**src/nv_ctl_map.svh**
```systemverilog
// Register offsets, field positions, reset values and timing counts of the data EEPROM controller.
`ifndef NV_CTL_MAP_SVH
`define NV_CTL_MAP_SVH
`define NV_OFS_ADDR_LO   8'h00
`define NV_OFS_ADDR_HI   8'h04
`define NV_OFS_BYTE      8'h08
`define NV_OFS_CTL       8'h0C
`define NV_OFS_STAT      8'h10
`define NV_CTL_RD_B      0
`define NV_CTL_FETCH_ARM_B    1
`define NV_CTL_WR_B      2
`define NV_CTL_PROG_ARM_B    3
`define NV_CTL_MODE_B    4
`define NV_CTL_ER_B      5
`define NV_CTL_WIPE_ARM_B    6
`define NV_CTL_TSEL_B    7
`define NV_STAT_DONE_B   0
`define NV_STAT_IRQEN_B  1
`define NV_STAT_GIE_B    2
`define NV_CTL_RST       8'h00
`define NV_CLK_MHZ       100
`define NV_T_ER0_US      3200
`define NV_T_WR0_US      2200
`define NV_T_ER1_US      3700
`define NV_T_WR1_US      3000
`define NV_RD_CYC        3
`endif

```
**src/nv_ctl_pkg.sv**
```systemverilog
// Types shared by the data EEPROM controller.
package nv_ctl_pkg;
  typedef enum logic [2:0] {
    ST_IDLE  = 3'b000,
    ST_READ  = 3'b001,
    ST_ERASE = 3'b011,
    ST_PROG  = 3'b010,
    ST_DONE  = 3'b110
  } nv_state_e;
  typedef logic [8:0] nv_addr_t;
endpackage : nv_ctl_pkg

```
**src/nv_ctl.sv**
```systemverilog
// Data EEPROM controller with a classic Wishbone register slave.
// Notes on behaviour
// - Write cycles run only while prog_arm is set; hardware clears it after writing. A CTL write that clears it mid-write does not stop the write.
// - prog_start starts a write only when prog_arm is set; cleared at end.
// - Read cycles run only while fetch_arm is set; a CTL write that clears it mid-read does not stop the read.
// - fetch_start starts a read only when fetch_arm is set; cleared at end.
// - Byte read: load address, arm, start; byte lands in nv_byte_reg.
// - nv_byte_reg holds read data until the next read or write.
// - Page read loads data, bumps offset and clears fetch_start in the same cycle.
// - Upper five address bits are page; only lower four increment.
// - Offset saturates at 0xF with no wrap or carry.
// - Page buffer cleared at reset and when wipe_arm falls.
// - Page erase: each data write tags current address, then advances offset.
// - Erase starts only if wipe_start follows wipe_arm in the next write.
// - Erase and write are timed by an internal timer.
// - Erase end clears wipe_start then wipe_arm; erased bytes read zero.
// - Write starts only if prog_start follows prog_arm in the next write.
// - Write end clears prog_start then prog_arm.
// - A byte write erases the target byte before programming it.
// - prog_time_sel picks erase/write times 3.2/2.2 ms or 3.7/3.0 ms.
// - Erase or write end sets the done flag; gated interrupt request.
// - Page buffer holds sixteen tag bits; mode bit selects page operation.
`timescale 1ns/1ns
`include "nv_ctl_map.svh"
module nv_ctl
  import nv_ctl_pkg::*;
#(
  parameter int T_ER0_CYC = `NV_T_ER0_US * `NV_CLK_MHZ,
  parameter int T_WR0_CYC = `NV_T_WR0_US * `NV_CLK_MHZ,
  parameter int T_ER1_CYC = `NV_T_ER1_US * `NV_CLK_MHZ,
  parameter int T_WR1_CYC = `NV_T_WR1_US * `NV_CLK_MHZ
) (
  input  wire logic        clk,       // System clock, 100 MHz.
  input  wire logic        rst,       // Synchronous reset, active high.
  input  wire logic        wb_cyc_i,  // Wishbone cycle.
  input  wire logic        wb_stb_i,  // Wishbone strobe.
  input  wire logic        wb_we_i,   // Wishbone write enable.
  input  wire logic [7:0]  wb_adr_i,  // Wishbone byte address.
  input  wire logic [3:0]  wb_sel_i,  // Wishbone byte selects.
  input  wire logic [31:0] wb_dat_i,  // Wishbone write data.
  output logic      [31:0] wb_dat_o,  // Wishbone read data.
  output logic             wb_ack_o,  // Wishbone acknowledge.
  output logic             nv_irq     // Done request, gated by both enables.
);
  // ----------------------------------------------------------------
  // State
  // ----------------------------------------------------------------
  typedef struct packed {
    nv_state_e   st;
    logic [7:0]  ctl;
    logic [8:0]  addr;
    logic [7:0]  data;
    logic [15:0] tag;
    logic [8:0]  wadr;
    logic [1:0]  rdcnt;
    logic [31:0] tmr;
    logic        pre;
    logic        done;
    logic        irq_en;
    logic        gie;
    logic        arm_w_last;
    logic        arm_e_last;
    logic        ack;
    logic [31:0] rdat;
  } nv_reg_s;

  nv_reg_s r_r;
  nv_reg_s r_nxt;

  logic       mem_we;
  logic [8:0] mem_waddr;
  logic [7:0] mem_wdata;
  logic [7:0] mem_rdata;
  logic       wr_acc;
  logic       rd_acc;
  logic [7:0] wv;
  logic [3:0] ofs_inc;
  logic [8:0] pg_adr;

  assign wr_acc  = wb_cyc_i & wb_stb_i & wb_we_i & ~r_r.ack & wb_sel_i[0];
  assign rd_acc  = wb_cyc_i & wb_stb_i & ~r_r.ack;
  assign wv      = wb_dat_i[7:0];
  // Offset saturates at the page end; page bits never move.
  assign ofs_inc = (r_r.addr[3:0] == 4'hF) ? 4'hF : r_r.addr[3:0] + 4'h1;
  assign pg_adr  = {r_r.addr[8:4], r_r.wadr[3:0]};

  // ----------------------------------------------------------------
  // Cell array
  // ----------------------------------------------------------------
  nv_mem #(
    .DEPTH (512),
    .AW    (9)
  ) u_mem (
    .clk   (clk),
    .we    (mem_we),
    .waddr (mem_waddr),
    .wdata (mem_wdata),
    .raddr (r_r.addr),
    .rdata (mem_rdata)
  );

  // Cell writes happen only at the end of a timed erase or program step.
  always_comb begin
    mem_we    = 1'b0;
    mem_waddr = r_r.addr;
    mem_wdata = 8'h00;
    if (r_r.st == ST_ERASE && r_r.tmr == 32'h0000_0000) begin
      mem_we    = r_r.ctl[`NV_CTL_MODE_B] ? r_r.tag[r_r.wadr[3:0]] : 1'b1;
      mem_waddr = r_r.ctl[`NV_CTL_MODE_B] ? pg_adr : r_r.addr;
    end else if (r_r.st == ST_PROG && r_r.tmr == 32'h0000_0000) begin
      mem_we    = 1'b1;
      mem_wdata = r_r.data;
    end
  end

  // ----------------------------------------------------------------
  // Next state
  // ----------------------------------------------------------------
  always_comb begin
    r_nxt     = r_r;
    r_nxt.ack = rd_acc;
    // Register reads.
    if (rd_acc) begin
      case (wb_adr_i)
        `NV_OFS_ADDR_LO: r_nxt.rdat = {24'h00_0000, r_r.addr[7:0]};
        `NV_OFS_ADDR_HI: r_nxt.rdat = {31'h0000_0000, r_r.addr[8]};
        `NV_OFS_BYTE:    r_nxt.rdat = {24'h00_0000, r_r.data};
        `NV_OFS_CTL:     r_nxt.rdat = {24'h00_0000, r_r.ctl};
        `NV_OFS_STAT:    r_nxt.rdat = {29'h0000_0000, r_r.gie, r_r.irq_en, r_r.done};
        default:         r_nxt.rdat = 32'h0000_0000;
      endcase
    end
    // Register writes; any write ends an arm-then-start pairing window.
    if (wr_acc) begin
      r_nxt.arm_w_last = 1'b0;
      r_nxt.arm_e_last = 1'b0;
      case (wb_adr_i)
        `NV_OFS_ADDR_LO: r_nxt.addr[7:0] = wv;
        `NV_OFS_ADDR_HI: r_nxt.addr[8]   = wv[0];
        `NV_OFS_BYTE: begin
          r_nxt.data = wv;
          // Erase tagging: mark current address, then advance.
          if (r_r.ctl[`NV_CTL_MODE_B] && r_r.st == ST_IDLE) begin
            r_nxt.tag[r_r.addr[3:0]] = 1'b1;
            r_nxt.addr[3:0]          = ofs_inc;
          end
        end
        `NV_OFS_CTL: begin
          r_nxt.ctl[`NV_CTL_TSEL_B] = wv[`NV_CTL_TSEL_B];
          r_nxt.ctl[`NV_CTL_MODE_B] = wv[`NV_CTL_MODE_B];
          r_nxt.ctl[`NV_CTL_FETCH_ARM_B] = wv[`NV_CTL_FETCH_ARM_B];
          r_nxt.ctl[`NV_CTL_PROG_ARM_B] = wv[`NV_CTL_PROG_ARM_B];
          r_nxt.ctl[`NV_CTL_WIPE_ARM_B] = wv[`NV_CTL_WIPE_ARM_B];
          r_nxt.arm_w_last = wv[`NV_CTL_PROG_ARM_B] & ~r_r.ctl[`NV_CTL_PROG_ARM_B];
          r_nxt.arm_e_last = wv[`NV_CTL_WIPE_ARM_B] & ~r_r.ctl[`NV_CTL_WIPE_ARM_B];
          // Buffer cleared when wipe_arm falls, not when it rises.
          if (r_r.ctl[`NV_CTL_WIPE_ARM_B] && !wv[`NV_CTL_WIPE_ARM_B]) begin
            r_nxt.tag = 16'h0000;
          end
          if (r_r.st == ST_IDLE) begin
            // Read start needs fetch_arm already set.
            if (wv[`NV_CTL_RD_B] && r_r.ctl[`NV_CTL_FETCH_ARM_B] && wv[`NV_CTL_FETCH_ARM_B]) begin
              r_nxt.ctl[`NV_CTL_RD_B] = 1'b1;
              r_nxt.st    = ST_READ;
              r_nxt.rdcnt = 2'(`NV_RD_CYC - 1);
            end else if (wv[`NV_CTL_ER_B] && r_r.arm_e_last && wv[`NV_CTL_WIPE_ARM_B]) begin
              // Erase starts only right after wipe_arm was set.
              r_nxt.ctl[`NV_CTL_ER_B] = 1'b1;
              r_nxt.st   = ST_ERASE;
              r_nxt.pre  = 1'b0;
              r_nxt.wadr = 9'h000;
              r_nxt.tmr  = r_r.ctl[`NV_CTL_TSEL_B] ? 32'(T_ER1_CYC - 1)
                                                    : 32'(T_ER0_CYC - 1);
            end else if (wv[`NV_CTL_WR_B] && r_r.arm_w_last && wv[`NV_CTL_PROG_ARM_B]) begin
              // Write starts only right after prog_arm was set.
              r_nxt.ctl[`NV_CTL_WR_B] = 1'b1;
              r_nxt.st   = ST_ERASE;
              r_nxt.pre  = 1'b1;
              r_nxt.tmr  = r_r.ctl[`NV_CTL_TSEL_B] ? 32'(T_ER1_CYC - 1)
                                                    : 32'(T_ER0_CYC - 1);
            end
          end
        end
        `NV_OFS_STAT: begin
          r_nxt.irq_en = wv[`NV_STAT_IRQEN_B];
          r_nxt.gie    = wv[`NV_STAT_GIE_B];
          if (wv[`NV_STAT_DONE_B]) begin
            r_nxt.done = 1'b0;
          end
        end
        default: ;
      endcase
    end
    // Operation sequencer; its flag sets come last so they win over clears.
    case (r_r.st)
      ST_IDLE: ;
      ST_READ: begin
        if (r_r.rdcnt == 2'd0) begin
          r_nxt.data = mem_rdata;
          if (r_r.ctl[`NV_CTL_MODE_B]) begin
            r_nxt.addr[3:0] = ofs_inc;
          end
          r_nxt.ctl[`NV_CTL_RD_B] = 1'b0;
          r_nxt.st = ST_IDLE;
        end else begin
          r_nxt.rdcnt = r_r.rdcnt - 2'd1;
        end
      end
      ST_ERASE: begin
        // Page erase walks all sixteen slots, zeroing tagged ones.
        if (r_r.tmr != 32'h0000_0000) begin
          r_nxt.tmr = r_r.tmr - 32'h0000_0001;
        end else if (r_r.pre) begin
          r_nxt.st  = ST_PROG;
          r_nxt.tmr = r_r.ctl[`NV_CTL_TSEL_B] ? 32'(T_WR1_CYC - 1)
                                               : 32'(T_WR0_CYC - 1);
        end else if (r_r.ctl[`NV_CTL_MODE_B] && r_r.wadr[3:0] != 4'hF) begin
          r_nxt.wadr = r_r.wadr + 9'h001;
        end else begin
          r_nxt.ctl[`NV_CTL_ER_B] = 1'b0;
          r_nxt.st = ST_DONE;
        end
      end
      ST_PROG: begin
        if (r_r.tmr != 32'h0000_0000) begin
          r_nxt.tmr = r_r.tmr - 32'h0000_0001;
        end else begin
          r_nxt.ctl[`NV_CTL_WR_B] = 1'b0;
          r_nxt.st = ST_DONE;
        end
      end
      ST_DONE: begin
        // Arm bits drop one cycle after start bits.
        if (r_r.ctl[`NV_CTL_WIPE_ARM_B]) begin
          r_nxt.tag = 16'h0000;
        end
        r_nxt.ctl[`NV_CTL_PROG_ARM_B] = 1'b0;
        r_nxt.ctl[`NV_CTL_WIPE_ARM_B] = 1'b0;
        r_nxt.done = 1'b1;
        r_nxt.st   = ST_IDLE;
      end
      default: r_nxt.st = ST_IDLE;
    endcase
  end

  // State register with synchronous reset.
  always_ff @(posedge clk) begin
    if (rst) begin
      r_r     <= '0;
      r_r.st  <= ST_IDLE;
      r_r.ctl <= `NV_CTL_RST;
    end else begin
      r_r <= r_nxt;
    end
  end

  assign wb_ack_o = r_r.ack;
  assign wb_dat_o = r_r.rdat;
  assign nv_irq   = r_r.done & r_r.irq_en & r_r.gie;

  // ----------------------------------------------------------------
  // Assertions
  // ----------------------------------------------------------------
  property p_wr_needs_arm;
    @(posedge clk) disable iff (rst)
      (r_r.st == ST_PROG) |-> r_r.ctl[`NV_CTL_PROG_ARM_B];
  endproperty
  a_wr_needs_arm: assert property (p_wr_needs_arm) else $error("write without prog_arm");

  property p_wr_start;
    @(posedge clk) disable iff (rst)
      $rose(r_r.ctl[`NV_CTL_WR_B]) |-> $past(r_r.arm_w_last);
  endproperty
  a_wr_start: assert property (p_wr_start) else $error("write start not paired");

  property p_rd_arm;
    @(posedge clk) disable iff (rst)
      (r_r.st == ST_READ) |-> r_r.ctl[`NV_CTL_FETCH_ARM_B];
  endproperty
  a_rd_arm: assert property (p_rd_arm) else $error("read without fetch_arm");

  property p_rd_done;
    @(posedge clk) disable iff (rst)
      $rose(r_r.ctl[`NV_CTL_RD_B]) |-> ##3 !r_r.ctl[`NV_CTL_RD_B];
  endproperty
  a_rd_done: assert property (p_rd_done) else $error("read did not end in 3 cycles");

  property p_ofs_sat;
    @(posedge clk) disable iff (rst)
      ($past(r_r.addr[3:0]) == 4'hF && r_r.st != ST_IDLE) |-> r_r.addr[3:0] == 4'hF;
  endproperty
  a_ofs_sat: assert property (p_ofs_sat) else $error("offset wrapped");

  property p_page_fixed;
    @(posedge clk) disable iff (rst)
      (r_r.st == ST_READ) |=> r_r.addr[8:4] == $past(r_r.addr[8:4]);
  endproperty
  a_page_fixed: assert property (p_page_fixed) else $error("page bits changed");

  property p_arm_after;
    @(posedge clk) disable iff (rst)
      (r_r.st == ST_DONE) |=> !r_r.ctl[`NV_CTL_PROG_ARM_B] && !r_r.ctl[`NV_CTL_WIPE_ARM_B] && r_r.done;
  endproperty
  a_arm_after: assert property (p_arm_after) else $error("arm bits not cleared");

  property p_er_start;
    @(posedge clk) disable iff (rst)
      $rose(r_r.ctl[`NV_CTL_ER_B]) |-> $past(r_r.arm_e_last);
  endproperty
  a_er_start: assert property (p_er_start) else $error("erase start not paired");

  property p_rd_start;
    @(posedge clk) disable iff (rst)
      $rose(r_r.ctl[`NV_CTL_RD_B]) |-> $past(r_r.ctl[`NV_CTL_FETCH_ARM_B]);
  endproperty
  a_rd_start: assert property (p_rd_start) else $error("read start without arm");

  property p_wr_arm_start;
    @(posedge clk) disable iff (rst)
      $rose(r_r.ctl[`NV_CTL_WR_B]) |-> r_r.ctl[`NV_CTL_PROG_ARM_B];
  endproperty
  a_wr_arm_start: assert property (p_wr_arm_start) else $error("write start without arm");

  property p_er_clr_order;
    @(posedge clk) disable iff (rst)
      $fell(r_r.ctl[`NV_CTL_ER_B]) |-> r_r.ctl[`NV_CTL_WIPE_ARM_B] ##1 !r_r.ctl[`NV_CTL_WIPE_ARM_B];
  endproperty
  a_er_clr_order: assert property (p_er_clr_order) else $error("erase clear order");

  property p_wr_clr_order;
    @(posedge clk) disable iff (rst)
      $fell(r_r.ctl[`NV_CTL_WR_B]) |-> r_r.ctl[`NV_CTL_PROG_ARM_B] ##1 !r_r.ctl[`NV_CTL_PROG_ARM_B];
  endproperty
  a_wr_clr_order: assert property (p_wr_clr_order) else $error("write clear order");

  property p_byte_hold;
    @(posedge clk) disable iff (rst)
      (r_r.st == ST_IDLE && !wr_acc) |=> $stable(r_r.data);
  endproperty
  a_byte_hold: assert property (p_byte_hold) else $error("byte register changed");

  property p_pg_inc;
    @(posedge clk) disable iff (rst)
      (r_r.st == ST_READ && r_r.rdcnt == 2'd0 && r_r.ctl[`NV_CTL_MODE_B]
       && r_r.addr[3:0] != 4'hF) |=> r_r.addr[3:0] == $past(r_r.addr[3:0]) + 4'h1;
  endproperty
  a_pg_inc: assert property (p_pg_inc) else $error("page offset did not advance");
endmodule : nv_ctl

```
**src/nv_mem.sv**
```systemverilog
// EEPROM cell array with registered read data.
`timescale 1ns/1ns
module nv_mem #(
  parameter int DEPTH = 512,
  parameter int AW    = 9
) (
  input  wire logic          clk,    // System clock.
  input  wire logic          we,     // Write strobe.
  input  wire logic [AW-1:0] waddr,  // Write address.
  input  wire logic [7:0]    wdata,  // Write data.
  input  wire logic [AW-1:0] raddr,  // Read address.
  output logic      [7:0]    rdata   // Registered read data.
);
  logic [7:0] cells [DEPTH];

  // Array write and registered read; the array has no reset, as a real cell has none.
  always_ff @(posedge clk) begin
    if (we) begin
      cells[waddr] <= wdata;
    end
    rdata <= cells[raddr];
  end
endmodule : nv_mem
```
**config.mk**
```make
export PLATFORM = sky130hd
export DESIGN_NAME = nv_ctl
export DESIGN_NICKNAME = d
export VERILOG_FILES = /design/src/nv_ctl_pkg.sv /design/src/nv_ctl.sv /design/src/nv_mem.sv
export VERILOG_INCLUDE_DIRS = /design/src /design/src/src
export SDC_FILE = /design/constraint.sdc
export NUM_CORES = 2
export LEC_CHECK = 0
export BUFFER_PORTS_ARGS = -buffer_cell sky130_fd_sc_hd__buf_2
export CORE_ASPECT_RATIO = 1.25
export CORE_MARGIN = 2
export CORE_UTILIZATION = 40
export DETAILED_ROUTE_END_ITERATION = 8
export PLACE_DENSITY = 0.61
export SLEW_MARGIN = 20
export SYNTH_ARGS = -nofsm -noshare
export SYNTH_HDL_FRONTEND = slang
export SYNTH_HIERARCHICAL = 1
export SYNTH_SLANG_ARGS = --single-unit
export TNS_END_PERCENT = 10
```
**constraint.sdc**
```tcl
create_clock -name clk -period 11.66 [get_ports clk]
set_input_delay 3.498 -clock clk [delete_from_list [all_inputs] [get_ports clk]]
set_output_delay 3.498 -clock clk [all_outputs]
set_load 0.1 [all_outputs]
```
==> flow_metrics.tcl <==
set metrics [dict create \
    run_status "finished clean" \
    antenna_found_initial 6 \
    place_congestion 0.880 \
    crit_path_end_kind "flip-flop" \
    grt_pass1_vias 84800 \
    cts_buffers 397 \
    cpLargestDelayFamily "simple AND/OR/NAND/NOR gates" \
    relSlewSlack 0.162 \
    htree_levels 5 \
    clock_latency_ps 960 \
    leakage_nw 63.1 \
    cts_tree "built" \
    crit_path_start_kind "flip-flop" \
    fp.coreArea_um2 413000 \
    port_buffers 31 \
    path_clk_slew_ps 60 \
    grt_max_degree 207 \
    drt-pass1-iter-count 8 \
    crit_path_max_incr_delay_ps 940 \
    post-dp-hpwl_mm 250 \
    cp_cell_sequence "nand2b_4 -> buf_4 -> buf_4 -> o221ai_1 -> a21oi_1 -> nor4_1 -> nand4_1 -> nor4_1 -> o2111a_1" \
    synth_area_per_cell_um2 19.0 \
    final_nets 8784 \
    worstSetupPathType "reg -> reg" \
    ys_ff_latch 4201 \
    overflow 0 \
    critPathMaxFanout 69 \
    async_flop_share 0 \
    tightest_slew_ps 1260 \
    final_area_um2 183000 \
    finalMaxSlewViolations 0 \
    r2r_start "r_r[107]$_SDFF_PP0_" \
    irDropWorstVdd_mv 0.132 \
    cts_hold_buf 0 \
    rows 264 \
    synth_edf_count 4096 \
    hold_violations 0 \
    seq_area_frac_synth 0.756 \
    dpl.cell_count 13800 \
    setup_ws_ps 5860 \
    hold-path-endpoint "r_r[97]$_SDFF_PP0_" \
    drt_iter0_drc 9136 \
    die_w_um 579 \
    cts_resized 0 \
    synth_area_leaders "edfxtp_1 (74%), mux4_2 (9.0%), mux2i_1 (5.0%)" \
    vias_per_cell 5.85 \
    hp-class "reg -> reg" \
    finalClockSkew_ps 59.8 \
    crit_slowest_cell "nor4_1" \
    synth.distinct_cells 83 \
    max_freq_mhz 172 \
    r2r_cells 9 \
    crit_required_ps 12540 \
    drv_cap 0 \
    postRouteAntennaNets 0 \
    yosysTopAreaCellShare 0.743 \
    hold_path_depth 2 \
    fin_tns_setup_ps 0 \
    finalCritPeriodShare 0.497 \
    hold_path_startpoint "r_r[97]$_SDFF_PP0_" \
    cp.depth 9 \
    cts_root_buf "clkbuf_16" \
    worst_hold_slack_ps 457 \
    yosys_warnings 6 \
    synth_largest_area_cell "edfxtp_1" \
    wire_per_inst_um 28.9 \
    cp_num_buf_inv 2 \
    track_usage 0.196 \
    r2r_slack_ps 5860 \
    vias 84800 \
    p_per_area_nw_per_um2 157 \
    cp.arrival_ps 6680 \
    placed_cell_area_um2 171000 \
    setup_viol 0 \
    post_cts.repair.setup_buffers 0 \
    drc 0 \
    initial_core_util 0.401 \
    instances_no_fill 14500 \
    cts_sinks 4201 \
    fin_util 0.444 \
    rsz0062_at_grt "false" \
    grt_pass1_wl_mm 601 \
    netlist_instances 8721 \
    place_ws_ps 5090 \
    ys.flop_type "edfxtp_1" \
    fin_crit_ps 5800 \
    reg2reg_to "u_mem/rdata[7]$_DFF_P_" \
    post_route_cells_drive_above_1_share 0.160 \
    clk_path_buf_depth 4 \
    syn2layout_area_growth_pct 10.8 \
    dieArea_um2 419000 \
    postRouteWirelength_mm 419 \
    num_io_pins 83 \
    synthesis.area_um2 166000 \
    total_power_mw 28.9 \
    die_height_um 723 \
]
## state kept, by name, indices dropped and copies added (netlist names)
signal,count
r_r,79
wb_dat_o,8
pg_adr,9
u_mem/rdata,8
u_mem/cells,4096
wb_ack_o,1
## layout make-up
cell class | instances | area, um^2
Multi-Input combinational cell | 3939 | 37300
Tap cell | 5453 | 6820
Inverter | 19 | 78.8
Antenna cell | 8 | 20.0
Fill cell | 34900 | 229000
Clock inverter | 227 | 2000
Clock buffer | 485 | 10500
Timing Repair Buffer | 170 | 1580
Sequential cell | 4201 | 125000
## logic make-up after synthesis
logic type	share of synthesized area
other	0.0000226
muxes	0.140
adders and majority gates	0.000529
xor gates and xnor gates	0.000317
buffers and inverters	0.0208
and+or+nand+nor	0.0347
AOI/OAI and AO/OA	0.0484
DFF	0.756
## worst max path at each step
stage                                                to                start  slack, ps
after CTS                 u_mem/cells[403][5]$_DFFE_PP_   r_r[53]$_SDFF_PP0_       5760
after detailed placement             r_r[69]$_SDFF_PP0_          wb_adr_i[4]       5090
after global placement               r_r[69]$_SDFF_PP0_          wb_adr_i[4]       5040
final                            u_mem/rdata[7]$_DFF_P_  r_r[107]$_SDFF_PP0_       5860
after floorplan             u_mem/cells[0][0]$_DFFE_PP_   r_r[53]$_SDFF_PP0_       1670
after global routing      u_mem/cells[401][5]$_DFFE_PP_   r_r[53]$_SDFF_PP0_       5610
## report_power, final
group          switching, mW  leakage [nW]  internal, mW  total [mW]
clock                   5.47          6.08          7.04        12.5
combinational         0.0522          8.56       0.00618      0.0584
sequential          0.000145          48.5          16.3        16.3
## routing by layer
| layer | up-vias | track usage | share of wire |
|---|---|---|---|
| li1 | 36000 | - | - |
| met1 | 44800 | 0.246 | 0.38 |
| met2 | 3373 | 0.343 | 0.51 |
| met3 | 727 | 0.0257 | 0.064 |
| met4 | 0 | 0.0763 | 0.043 |
| met5 | - | 0 | 0 |
## synthesized netlist by cell type, types with 6 or more instances
library cell,n
edfxtp_1,4096
mux2i_1,821
mux4_2,659
nor2_1,655
o221ai_1,371
clkbuf_1,293
a21oi_1,239
nand2_1,181
o22ai_1,170
o21ai_0,141
nor3_1,136
dfxtp_1,105
buf_4,102
a22oi_1,76
buf_6,67
nand3_1,67
buf_2,61
nor4_1,53
buf_1,45
nand4_1,38
and2_1,31
a211oi_1,30
inv_1,17
o31ai_1,16
or3_1,15
a311oi_1,14
and3_1,14
nor3b_1,14
a22o_1,13
nor2b_1,12
buf_8,11
a31oi_1,10
o41ai_1,9
o2111a_1,8
or2_2,8
ha_1,7
nand2b_1,7
nand3b_1,6
nor4_2,6
o2bb2ai_1,6
## tightest hold or removal path: stages (launching register included)
cell and delay, ps:
dfxtp_1 310, nand2_1 50, a21oi_1 50
## layout by cell type (no fill, tap or decap), drive strengths merged, types with 60 or more instances in the layout
cell and n:
nor2 656, edfxtp 4096, dfxtp 105, a21oi 239, nand3 67, buf 170
nor3 137, clkinv 177, nor4 60, o221ai 372, mux4 659, nand2 182
clkbuf 485, o22ai 170, mux2i 821, a22oi 76, o21ai 144
Note: power is estimated with default switching activity, not from simulation.
